### src/logic/scr_cfg.svh
// Register offsets, field positions, write masks and reset values for the control registers.
`ifndef SCR_CFG_SVH
`define SCR_CFG_SVH
`define SCR_ADDR_W 4
`define SCR_OFF_CTL_TWO 4'h2
`define SCR_OFF_CTL_THREE 4'h3
`define SCR_OFF_OWN_ID 4'h4
`define SCR_OFF_SYNC_XFER 4'h5
`define SCR_OFF_DEST_ID 4'h6
`define SCR_OFF_GP_DATA 4'h7
`define SCR_B_DISC_UNEXP 7
`define SCR_B_CHAINED 6
`define SCR_B_WIDE_SEND 3
`define SCR_B_VENDOR 2
`define SCR_B_RELOAD_DIS 1
`define SCR_B_WIDE_RECV 0
`define SCR_B_WIDE_EN 3
`define SCR_B_RESEL_EN 6
`define SCR_B_SEL_EN 5
`define SCR_CTL_TWO_WMASK 8'h82
`define SCR_CTL_THREE_WMASK 8'h78
`define SCR_OWN_ID_WMASK 8'h6f
`define SCR_SYNC_XFER_WMASK 8'h3f
`define SCR_DEST_ID_WMASK 8'h0f
`define SCR_GP_DATA_WMASK 8'h1f
`define SCR_RST_VAL 8'h00
`define SCR_GP_DIR_RST 5'h10
`define SCR_GP_W 5
`define SCR_GRP_STD_MAX 3'h5
`endif

### src/logic/scr_pkg.sv
// Types shared by the control register block.
package scr_pkg;
  typedef logic [7:0] scr_byte_t;
  typedef logic [3:0] scr_addr_t;
  typedef enum logic [2:0] {
    SCR_DIV_IDLE = 3'b001,
    SCR_DIV_LOW = 3'b010,
    SCR_DIV_HIGH = 3'b100
  } scr_div_state_e;
endpackage

### src/logic/scr_div_if.sv
// Divider setting and divided clock strobe between the register block and the divider.
`timescale 1ns/100ps
`default_nettype none
interface scr_div_if;
  logic [2:0] sel;
  logic strobe;
  modport ctrl(output sel, input strobe);
  modport div(input sel, output strobe);
endinterface
`default_nettype wire

### src/logic/scr_ctrl_regs.sv
// Control and configuration register group of the parallel bus protocol core.
`include "scr_cfg.svh"
`timescale 1ns/100ps
`default_nettype none
module scr_ctrl_regs (
  // Clock and reset
  input wire logic i_ref_clk,
  input wire logic i_rst,
  // Register access
  input wire logic i_wr,
  input wire logic i_rd,
  input wire scr_pkg::scr_addr_t i_addr,
  input wire scr_pkg::scr_byte_t i_wdata,
  output scr_pkg::scr_byte_t o_rdata,
  // Mode and bus state
  input wire logic i_target_mode_bit,
  input wire logic i_bus_free,
  input wire logic i_phase_data,
  input wire logic i_phase_cmd,
  input wire logic i_dt_xfer,
  // Script events
  input wire logic i_script_mode,
  input wire logic i_reselected,
  input wire logic i_select_done,
  input wire logic i_chained_block_move,
  input wire logic i_block_move,
  input wire logic i_table_load,
  input wire scr_pkg::scr_byte_t i_table_ctl_three,
  input wire scr_pkg::scr_byte_t i_table_sync,
  input wire logic i_dest_load,
  input wire logic [3:0] i_dest_id,
  // Transfer engine
  input wire logic i_wide_send_set,
  input wire logic i_wide_recv_set,
  input wire logic i_async_target_rx,
  input wire logic i_first_byte_valid,
  input wire scr_pkg::scr_byte_t i_first_byte,
  input wire logic i_sync_sent,
  input wire logic i_sync_acked,
  input wire logic [15:0] i_bus_sel_ids,
  input wire logic i_bus_sel,
  input wire logic i_bus_resel,
  input wire logic [15:0] i_response_ids,
  // General purpose pins
  input wire logic [4:0] i_gp_dir_out,
  output logic [4:0] o_gp_out,
  output logic [4:0] o_gp_oe_n,
  // Status and control outputs
  output logic o_unexpected_disconnect,
  output logic o_gross_error_interrupt,
  output logic o_count_reload,
  output logic o_wide_xfer,
  output logic o_sync_mode,
  output logic o_offset_stall,
  output logic o_sync_strobe,
  output logic [3:0] o_arb_id,
  output logic [3:0] o_arb_rank,
  output logic [3:0] o_dest_id,
  output logic o_answer_select,
  output logic o_answer_reselect
);
  import scr_pkg::*;
  scr_byte_t ctl_two;
  scr_byte_t ctl_three;
  scr_byte_t own_id;
  scr_byte_t sync_xfer;
  scr_byte_t dest_id;
  scr_byte_t gp_data;
  logic wide_send_residue;
  logic wide_receive_residue;
  logic vendor_group_code_flag;
  logic [5:0] outstanding;
  scr_byte_t rdata;
  scr_div_if div_bus();

  wire wr_two = i_wr && (i_addr == `SCR_OFF_CTL_TWO);
  wire wr_three = i_wr && (i_addr == `SCR_OFF_CTL_THREE);
  wire wr_own = i_wr && (i_addr == `SCR_OFF_OWN_ID);
  wire wr_sync = i_wr && (i_addr == `SCR_OFF_SYNC_XFER);
  wire wr_dest = i_wr && (i_addr == `SCR_OFF_DEST_ID);
  wire wr_gp = i_wr && (i_addr == `SCR_OFF_GP_DATA);
  wire initiator = !i_target_mode_bit;
  wire disconnect_unexpected = ctl_two[`SCR_B_DISC_UNEXP];
  wire count_reload_disable = ctl_two[`SCR_B_RELOAD_DIS];
  wire wide_enable = ctl_three[`SCR_B_WIDE_EN];
  wire [5:0] sync_offset_limit = sync_xfer[5:0];
  // Group codes 0..5 are standard; 6 and 7 are vendor unique.
  wire group_vendor = (i_first_byte[7:5] > `SCR_GRP_STD_MAX);
  wire set_disc = i_script_mode && (i_reselected || i_select_done);
  wire clr_send = wr_two && i_wdata[`SCR_B_WIDE_SEND];
  wire clr_recv = wr_two && i_wdata[`SCR_B_WIDE_RECV];

  // The event set wins over a software write of zero in the same cycle.
  wire next_disc = set_disc ? 1'b1 :
    (wr_two ? i_wdata[`SCR_B_DISC_UNEXP] : disconnect_unexpected);
  wire next_chain = i_chained_block_move ? 1'b1 :
    (i_block_move ? 1'b0 : ctl_two[`SCR_B_CHAINED]);
  wire next_reload_dis = wr_two ? i_wdata[`SCR_B_RELOAD_DIS] : count_reload_disable;

  always_ff @(posedge i_ref_clk) begin
    if (i_rst) begin
      ctl_two <= `SCR_RST_VAL;
    end else begin
      ctl_two <= {next_disc, next_chain, 4'h0, next_reload_dis, 1'b0};
    end
  end

  // Residue flags: set wins over the self-clearing write strobe.
  always_ff @(posedge i_ref_clk) begin
    if (i_rst) begin
      wide_send_residue <= 1'b0;
      wide_receive_residue <= 1'b0;
    end else begin
      wide_send_residue <= i_wide_send_set || (wide_send_residue && !clr_send);
      wide_receive_residue <= i_wide_recv_set || (wide_receive_residue && !clr_recv);
    end
  end

  always_ff @(posedge i_ref_clk) begin
    if (i_rst) begin
      vendor_group_code_flag <= 1'b0;
    end else if (i_async_target_rx && i_first_byte_valid) begin
      vendor_group_code_flag <= group_vendor;
    end
  end

  // Script table loads take precedence over a concurrent processor write.
  always_ff @(posedge i_ref_clk) begin
    if (i_rst) begin
      ctl_three <= `SCR_RST_VAL;
      sync_xfer <= `SCR_RST_VAL;
    end else if (i_table_load) begin
      ctl_three <= i_table_ctl_three & `SCR_CTL_THREE_WMASK;
      sync_xfer <= i_table_sync & `SCR_SYNC_XFER_WMASK;
    end else begin
      if (wr_three) begin
        ctl_three <= i_wdata & `SCR_CTL_THREE_WMASK;
      end
      if (wr_sync) begin
        sync_xfer <= i_wdata & `SCR_SYNC_XFER_WMASK;
      end
    end
  end

  always_ff @(posedge i_ref_clk) begin
    if (i_rst) begin
      own_id <= `SCR_RST_VAL;
      dest_id <= `SCR_RST_VAL;
      gp_data <= `SCR_RST_VAL;
    end else begin
      if (wr_own) begin
        own_id <= i_wdata & `SCR_OWN_ID_WMASK;
      end
      if (i_dest_load) begin
        dest_id <= {4'h0, i_dest_id};
      end else if (wr_dest) begin
        dest_id <= i_wdata & `SCR_DEST_ID_WMASK;
      end
      if (wr_gp) begin
        gp_data <= i_wdata & `SCR_GP_DATA_WMASK;
      end
    end
  end

  // Offset tracking: each i_sync_sent pulse adds one and each i_sync_acked pulse removes one,
  // whether or not i_dt_xfer is set; the count clears outside the data phase or at offset limit zero.
  wire sync_active = i_phase_data && (sync_offset_limit != 6'h00);
  wire [5:0] next_outstanding = !sync_active ? 6'h00 :
    6'(outstanding + {5'h00, i_sync_sent} - {5'h00, i_sync_acked});
  always_ff @(posedge i_ref_clk) begin
    if (i_rst) begin
      outstanding <= 6'h00;
    end else begin
      outstanding <= next_outstanding;
    end
  end

  always_ff @(posedge i_ref_clk) begin
    if (i_rst) begin
      o_unexpected_disconnect <= 1'b0;
      o_gross_error_interrupt <= 1'b0;
      o_count_reload <= 1'b0;
      o_gp_out <= 5'h00;
      o_gp_oe_n <= 5'h1f;
    end else begin
      o_unexpected_disconnect <= initiator && disconnect_unexpected && i_bus_free;
      o_gross_error_interrupt <= i_dt_xfer && !wide_enable;
      o_count_reload <= i_phase_cmd && i_first_byte_valid && !group_vendor &&
        !count_reload_disable;
      o_gp_out <= gp_data[4:0] & i_gp_dir_out;
      o_gp_oe_n <= ~i_gp_dir_out;
    end
  end

  assign div_bus.sel = ctl_three[6:4];
  scr_clk_div u_div (
    .i_ref_clk(i_ref_clk),
    .i_rst(i_rst),
    .div(div_bus)
  );
  assign o_sync_strobe = div_bus.strobe;

  scr_prio u_prio (
    .i_id(own_id[3:0]),
    .o_rank(o_arb_rank)
  );
  assign o_arb_id = own_id[3:0];
  assign o_dest_id = dest_id[3:0];
  assign o_wide_xfer = wide_enable && i_phase_data;
  assign o_sync_mode = sync_active;
  assign o_offset_stall = sync_active && (outstanding >= sync_offset_limit);
  wire id_hit = |(i_bus_sel_ids & i_response_ids);
  assign o_answer_reselect = i_bus_resel && id_hit && own_id[`SCR_B_RESEL_EN];
  assign o_answer_select = i_bus_sel && id_hit && own_id[`SCR_B_SEL_EN];

  always_comb begin
    case (i_addr)
      `SCR_OFF_CTL_TWO: rdata = {ctl_two[7:6], 2'h0, wide_send_residue,
        vendor_group_code_flag, ctl_two[1], wide_receive_residue};
      `SCR_OFF_CTL_THREE: rdata = ctl_three;
      `SCR_OFF_OWN_ID: rdata = own_id;
      `SCR_OFF_SYNC_XFER: rdata = sync_xfer;
      `SCR_OFF_DEST_ID: rdata = dest_id;
      `SCR_OFF_GP_DATA: rdata = gp_data;
      default: rdata = 8'h00;
    endcase
  end

  always_ff @(posedge i_ref_clk) begin
    if (i_rst) begin
      o_rdata <= 8'h00;
    end else if (i_rd) begin
      o_rdata <= rdata;
    end
  end
endmodule
`default_nettype wire

### src/logic/scr_clk_div.sv
// Synchronous clock divider producing a strobe pattern at the selected factor.
`timescale 1ns/100ps
`default_nettype none
module scr_clk_div (
  // Clock and reset
  input wire logic i_ref_clk,
  input wire logic i_rst,
  // Setting and strobe
  scr_div_if.div div
);
  import scr_pkg::*;
  // Periods are counted in half core clocks so that 1.5 fits; accumulator step 2.
  logic [4:0] acc;
  logic [4:0] half_period;
  logic [4:0] next_acc;
  logic hit;
  logic strobe;
  always_comb begin
    case (div.sel)
      3'h1: half_period = 5'h02;
      3'h2: half_period = 5'h03;
      3'h3: half_period = 5'h04;
      3'h5: half_period = 5'h08;
      3'h6: half_period = 5'h0c;
      3'h7: half_period = 5'h10;
      default: half_period = 5'h06;
    endcase
  end
  assign hit = (5'(acc + 5'h02) >= half_period);
  assign next_acc = hit ? 5'(acc + 5'h02 - half_period) : 5'(acc + 5'h02);
  always_ff @(posedge i_ref_clk) begin
    if (i_rst) begin
      acc <= 5'h00;
      strobe <= 1'b0;
    end else begin
      acc <= next_acc;
      strobe <= hit;
    end
  end
  assign div.strobe = strobe;
endmodule
`default_nettype wire

### src/logic/scr_prio.sv
// Arbitration priority rank of a four-bit bus ID.
`timescale 1ns/100ps
`default_nettype none
module scr_prio (
  // ID in
  input wire logic [3:0] i_id,
  // Rank out, 15 is highest
  output logic [3:0] o_rank
);
  import scr_pkg::*;
  // IDs 7..0 outrank 15..8, each group descending.
  assign o_rank = {~i_id[3], i_id[2:0]};
endmodule
`default_nettype wire

### config.mk
export PLATFORM = sky130hd
export DESIGN_NAME = scr_ctrl_regs
export DESIGN_NICKNAME = d
export VERILOG_FILES = /design/src/logic/scr_pkg.sv /design/src/logic/scr_div_if.sv /design/src/logic/scr_ctrl_regs.sv /design/src/logic/scr_clk_div.sv /design/src/logic/scr_prio.sv
export VERILOG_INCLUDE_DIRS = /design/src /design/src/logic
export SDC_FILE = /design/constraint.sdc
export NUM_CORES = 1
export LEC_CHECK = 0
export BUFFER_PORTS_ARGS = -buffer_cell sky130_fd_sc_hd__buf_2
export CAP_MARGIN = 20
export CORE_ASPECT_RATIO = 0.5
export CORE_MARGIN = 1.5
export CORE_UTILIZATION = 40
export DETAILED_ROUTE_END_ITERATION = 7
export PLACE_DENSITY_LB_ADDON = 0.08
export SLEW_MARGIN = 30
export SYNTH_ARGS = -nofsm -noshare
export SYNTH_HDL_FRONTEND = slang
export SYNTH_SLANG_ARGS = --single-unit
### constraint.sdc
create_clock -name i_ref_clk -period 3.4 [get_ports i_ref_clk]
set_input_delay 0.68 -clock i_ref_clk [delete_from_list [all_inputs] [get_ports i_ref_clk]]
set_output_delay 0.68 -clock i_ref_clk [all_outputs]
set_load 0.005 [all_outputs]
Word-level counts from Yosys, hierarchy flattened
Index checks and enable logic that the tools add are counted.
- add/subtract/negate cells: 4
- order comparisons: 3
- eq/ne operators: 12
- muxes and demuxes: 13
- bitwise gates (word level): 5
- reductions and logical operators: 42
- operator list (cell ; number):
    case mux 8 bit (6 select lines) ; 1
    case mux 5 bit (6 select lines) ; 1
    logical AND 1 bit ; 25
    bitwise AND 16 bit ; 1
    == test 4 x 3 -> 1 bit (second input constant) ; 4
    OR reduction 16 bit ; 1
    2-to-1 mux 7 bit ; 2
    2-to-1 mux 6 bit ; 2
    nonzero test 2 bit ; 5
    == test 3 bit (second input constant) ; 3
    == test 4 x 2 -> 1 bit (second input constant) ; 2
    2-to-1 mux 4 bit ; 2
    adder 6 x 1 -> 6 bit ; 1
    == test 3 x 2 -> 1 bit (second input constant) ; 2
    greater-or-equal comparator 6 bit ; 1
    zero test 1 bit ; 6
    nonzero test 6 bit ; 1
    subtractor 6 x 1 -> 6 bit ; 1
    adder 5 x 2 -> 5 bit (second input constant) ; 1
    bitwise AND 5 bit ; 1
    greater-or-equal comparator 5 bit ; 1
    2-to-1 mux 5 bit ; 1
    NOT 5 bit ; 1
    subtractor 5 bit ; 1
    6 further kinds ; 12
- bits in registers: 64
- input port bits: 101
- output and inout bits: 39
- word-level logic and storage cells: 99

Depth between registers and ports, before layout
- depth in word-level cells: 6
- gate-level depth with buffers: 10
- depth with buffers taken out: 10

Cells and area by module
A second synthesis with hierarchy kept.
- cells, all modules: 392
- area total of the unflattened synthesis: 3428.3 sq um
- by module, submodules not included (module ; instances ; cells an instance ; area an instance (sq um) ; seq. area each (sq um)):
    scr_ctrl_regs ; 1 ; 328 ; 2857.7 ; 1161.1
    scr_clk_div ; 1 ; 60 ; 544.3 ; 120.1
    scr_prio ; 1 ; 4 ; 26.3 ; 0.0

Worst setup path before layout
Ideal clock, no wire load.
- kind: reg-to-reg
- from: reg ctl_three[5]
- to: reg u_div.acc[0]
- library setup time: 0.121 ns
- arrival time: 2.014 ns
- required time: 3.279 ns
- slack: 1.266 ns
- cell stages (with the launch flop): 9
- path buffers: 0
- clock period less this slack: 2.134 ns
- cell sequence: dfxtp_1 -> inv_1 -> nor3_1 -> nand2b_1 -> ha_1 -> a21o_1 -> a31oi_1 -> o21a_1 -> mux2_2
- cells in the longest elaborated chain, start to end: 4
- elaborated cells on any way between the ends: 10
- classes of those cells: add/sub: 1; order compare: 1; eq/ne: 6; mux: 2
- RTL lines (element ; line ; RTL):
    from (decl) ; scr_ctrl_regs.sv:64 ; scr_byte_t ctl_three;
    from (signal assigned) ; scr_ctrl_regs.sv:130 ; ctl_three <= `SCR_RST_VAL;
    from (signal assigned) ; scr_ctrl_regs.sv:133 ; ctl_three <= i_table_ctl_three & `SCR_CTL_THREE_WMASK;
    from (signal assigned) ; scr_ctrl_regs.sv:137 ; ctl_three <= i_wdata & `SCR_CTL_THREE_WMASK;
    == test 3 bit, or another cell as far along ; scr_clk_div.sv:19 ; case (div.sel)
    case mux 5 bit (6 select lines) * ; scr_clk_div.sv:19 ;
    subtractor 5 bit or greater-or-equal comparator 5 bit (tied branches) ; scr_clk_div.sv:30, scr_clk_div.sv:29 ;
    2-to-1 mux 5 bit * ; scr_clk_div.sv:30 ; assign next_acc = hit ? 5'(acc + 5'h02 - half_period) : 5'(acc + 5'h02);
    to (signal assigned) ; scr_clk_div.sv:36 ; acc <= next_acc;
    to (decl) ; scr_clk_div.sv:13 ; logic [4:0] acc;
Mark *: on every way between the ends. The rest lies on a longest branch, timed or not.
A chain may end at the register's enable or synchronous reset.

Final worst setup path
- from: reg ctl_three[5]
- to: reg u_div.acc[1]
The elaborated chain is that of the path after synthesis.

==> flow_metrics.py <==
metrics = {
    "synthesis": {
        "yosysWarnings": 0,
        "syn_area_sq_um": 3380,
        "synth-seq-area-share_pct": 37.9,
        "avgSynthCellArea_sq_um": 8.56,
        "yosysUniqueCellTypes": 54,
        "synth_seq_cells": 64,
        "async_reset_ff_share_pct": 0,
        "synthFlopType": "dfxtp_1",
        "synth_enable_flop_cells": 0,
        "synth_nets": 516,
        "synth_area_leaders": "dfxtp_1 38%, ha_1 6.7%, mux2i_1 6.2%, nor2_1 5.3%, nand2_1 4.1%",
        "netlist.area_leader.share_pct": 37.9,
        "yosysTopAreaCell": "dfxtp_1",
        "syn_inst": 395,
    },
    "sta": {
        "hold_viol_final": 0,
        "fin_tns_setup_ps": 0,
        "fin_ws_ps": 916,
        "finalSetupViolations": 0,
        "post-route-period-util_pct": 73.1,
        "rsz0062_at_grt": "no",
        "relSlewSlack_pct": 63.4,
        "max_freq_ghz": 0.403,
        "drv_slew": 0,
        "holdWs_ps": 460,
        "worst_slew_pin_slew_ps": 548,
        "period_minus_slack_ps": 2480,
        "finClkSkew_ps": 5.77,
    },
    "worst_setup_path": {
        "worst_path_max_delay_cell": "dfxtp_1",
        "crit_fanout": 7,
        "crit_required_ps": 3610,
        "worstSetupPathType": "flop to flop",
        "cp-end-kind": "flop",
        "max_stage_delay_ps": 490,
        "critPathLaunchType": "flop",
        "cp.arrival_ps": 2700,
        "cp_cell_sequence": "inv_1, nor3_1, nand2b_1, ha_1, a21o_1, a31oi_1, o21a_1, mux2_2",
    },
    "grt": {
        "grt_pass1_vias": 2759,
        "grt_pass1_wl_um": 14000,
        "grt_start_max_net_pins": 45,
        "grt_antenna_before_repair": 0,
        "grt.total_usage_pct": 20.5,
        "grt_overflow_total": 0,
    },
    "routing": {
        "vias": 3159,
        "detail_route.wl_per_cell_um": 14.1,
        "wirelength_um": 8850,
        "ant_nets": 0,
        "first_iter_violations": 144,
        "dr.pass1.iters": 4,
        "drc": 0,
        "viasPerCell": 5.02,
    },
    "die": {
        "start_util_pct": 41.8,
        "die_area_sq_um": 9050,
        "num_io_pins": 140,
        "coreArea_sq_um": 8090,
        "die_height_um": 68.0,
        "die_w_um": 133,
        "placementRows": 23,
    },
    "cells_and_area": {
        "n_antenna_cell": 0,
        "final_cell_area_sq_um": 4370,
        "fin_nets": 633,
        "area.growth.synth_to_final_pct": 29.3,
        "ff_latch_area_sq_um": 1280,
        "multiInputGateArea_sq_um": 1890,
        "drive_above_1_share_pct": 29.6,
        "nFillCells": 790,
    },
    "placement": {
        "gp_congestion": 0.790,
        "place_ws_ps": 948,
        "hpwlAfterDp_um": 6700,
        "place_area_sq_um": 4050,
        "port_buffers": 127,
    },
    "min_path": {
        "holdCritPathClass": "flop to flop",
    },
    "run": {
        "cap_violations": 0,
    },
    "status": {
        "status": "finished, final reports clean",
    },
    "clock_network": {
        "cts-root-buf": "clkbuf_16",
        "post-cts-setup-buffers": 0,
        "cts_buffer_depth": 2,
        "clkSinkCount": 64,
        "cts.clk_slew.worst_paths_ps": 60,
        "cts_resized": 0,
        "cts_tree": "done",
        "insertion_delay_ps": 330,
        "cts.htree.levels": 3,
        "numCtsBuffers": 9,
        "hold_buffers": 0,
    },
    "power": {
        "peakVddDrop_mv": 0.270,
        "leakage_uw": 0.00207,
        "p_per_area_nw_per_um2": 549,
    },
}
stage by stage:
stage | utilization (%) | std cells | total power (uW)
final | 54.1 | 629 | 2400
after global placement | 50.1 | 613 | 1430
after CTS | 54.1 | 629 | 2420
after floorplan | - | 395 | 1270
after global routing | 54.1 | 629 | 2550
after detailed placement | 50.1 | 613 | 1440
registers in the layout (all words and copies together) (netlist names), 3 cells and up:
signal / cells
o_rdata: 8
o_gp_oe_n: 5
sync_xfer: 6
ctl_two: 3
gp_data: 5
own_id: 6
u_div.acc: 5
outstanding: 6
o_gp_out: 5
ctl_three: 4
dest_id: 4
worst paths after layout:
check	cells past startpoint	startpoint	slack [ps]	end
max	8	ctl_three[5]	920	u_div.acc[1]
min	1	o_rdata[6]	460	o_rdata[6]
max reg2reg	8	ctl_three[5]	920	u_div.acc[1]
min reg2reg	1	o_rdata[6]	460	o_rdata[6]
layout make-up:
| type | count | area share [%] |
|---|---|---|
| Clock buffer | 14 | 6.50 |
| Clock inverter | 2 | 0.801 |
| Tap cell | 112 | 3.21 |
| Sequential cell | 64 | 29.3 |
| Inverter | 25 | 2.15 |
| Timing Repair Buffer | 129 | 14.9 |
| Multi-Input combinational cell | 283 | 43.2 |
per-layer routing:
metal	GRT usage [%]	wire [um]
met1	26.4	4070
met2	33.9	4080
met3	6.52	627
met4	4.95	74
met5	0	0
logic make-up (layout without fill, tap and decap cells):
family | after synthesis | count (layout) | share of synthesized area (%)
AO/OA/AOI/OAI | 98 | 98 | 19.2
XOR/XNOR | 4 | 4 | 1.04
adder cells (fa/ha/maj) | 20 | 20 | 7.84
buffers and inverters | 48 | 170 | 6.33
flip-flops | 64 | 64 | 37.9
multiplexers | 25 | 25 | 7.55
AND/OR/NAND/NOR | 136 | 136 | 20.2
critical path: cells and delay by family (launching register included):
kind	cells	cell delay, ps
flip-flops	1	490
AO/OA/AOI/OAI	3	790
AND/OR/NAND/NOR	2	370
buffers and inverters	1	90
multiplexers	1	370
adder cells (fa/ha/maj)	1	260
report_power, final:
part | leakage [uW] | switching, uW | internal, uW
Combinational | 0.00138 | 305 | 265
Sequential | 0.000525 | 45.6 | 810
Clock | 0.000159 | 325 | 646
cells in the final DEF (no fill, tap or decap), types with 5 or more instances in the layout:
| master | netlist | layout |
|---|---|---|
| a211oi_1 | 6 | 6 |
| dfxtp_1 | 64 | 64 |
| nand2_1 | 37 | 37 |
| nor2_1 | 48 | 48 |
| nand3_1 | 9 | 9 |
| nor2b_1 | 5 | 5 |
| nor3_1 | 6 | 6 |
| a21o_1 | 5 | 5 |
| a21oi_1 | 21 | 21 |
| clkbuf_16 | 0 | 9 |
| inv_1 | 25 | 25 |
| mux2i_1 | 21 | 21 |
| o21ai_0 | 27 | 27 |
| a311oi_1 | 10 | 10 |
| nand2b_1 | 8 | 8 |
| and3_1 | 6 | 6 |
| ha_1 | 18 | 18 |
| buf_2 | 3 | 127 |
Yosys cell counts (2+ instances only):
cell	n
and3_1	6
mux2i_1	21
nor3_1	6
buf_4	8
dfxtp_1	64
o2111ai_1	3
o21ai_0	27
a311oi_1	10
nand3_1	9
a211oi_1	6
o31ai_1	2
a21o_1	5
a221oi_1	4
buf_2	3
ha_1	18
mux2_2	4
a21oi_1	21
nor2b_1	5
nand2_1	37
xnor2_1	2
nand2b_1	8
xor2_1	2
a22oi_1	2
a22o_1	4
clkbuf_1	11
o32ai_1	3
fa_1	2
nor3b_1	4
nor4_1	2
nor2_1	48
inv_1	25
No activity file was read; power rests on OpenSTA's default activity.
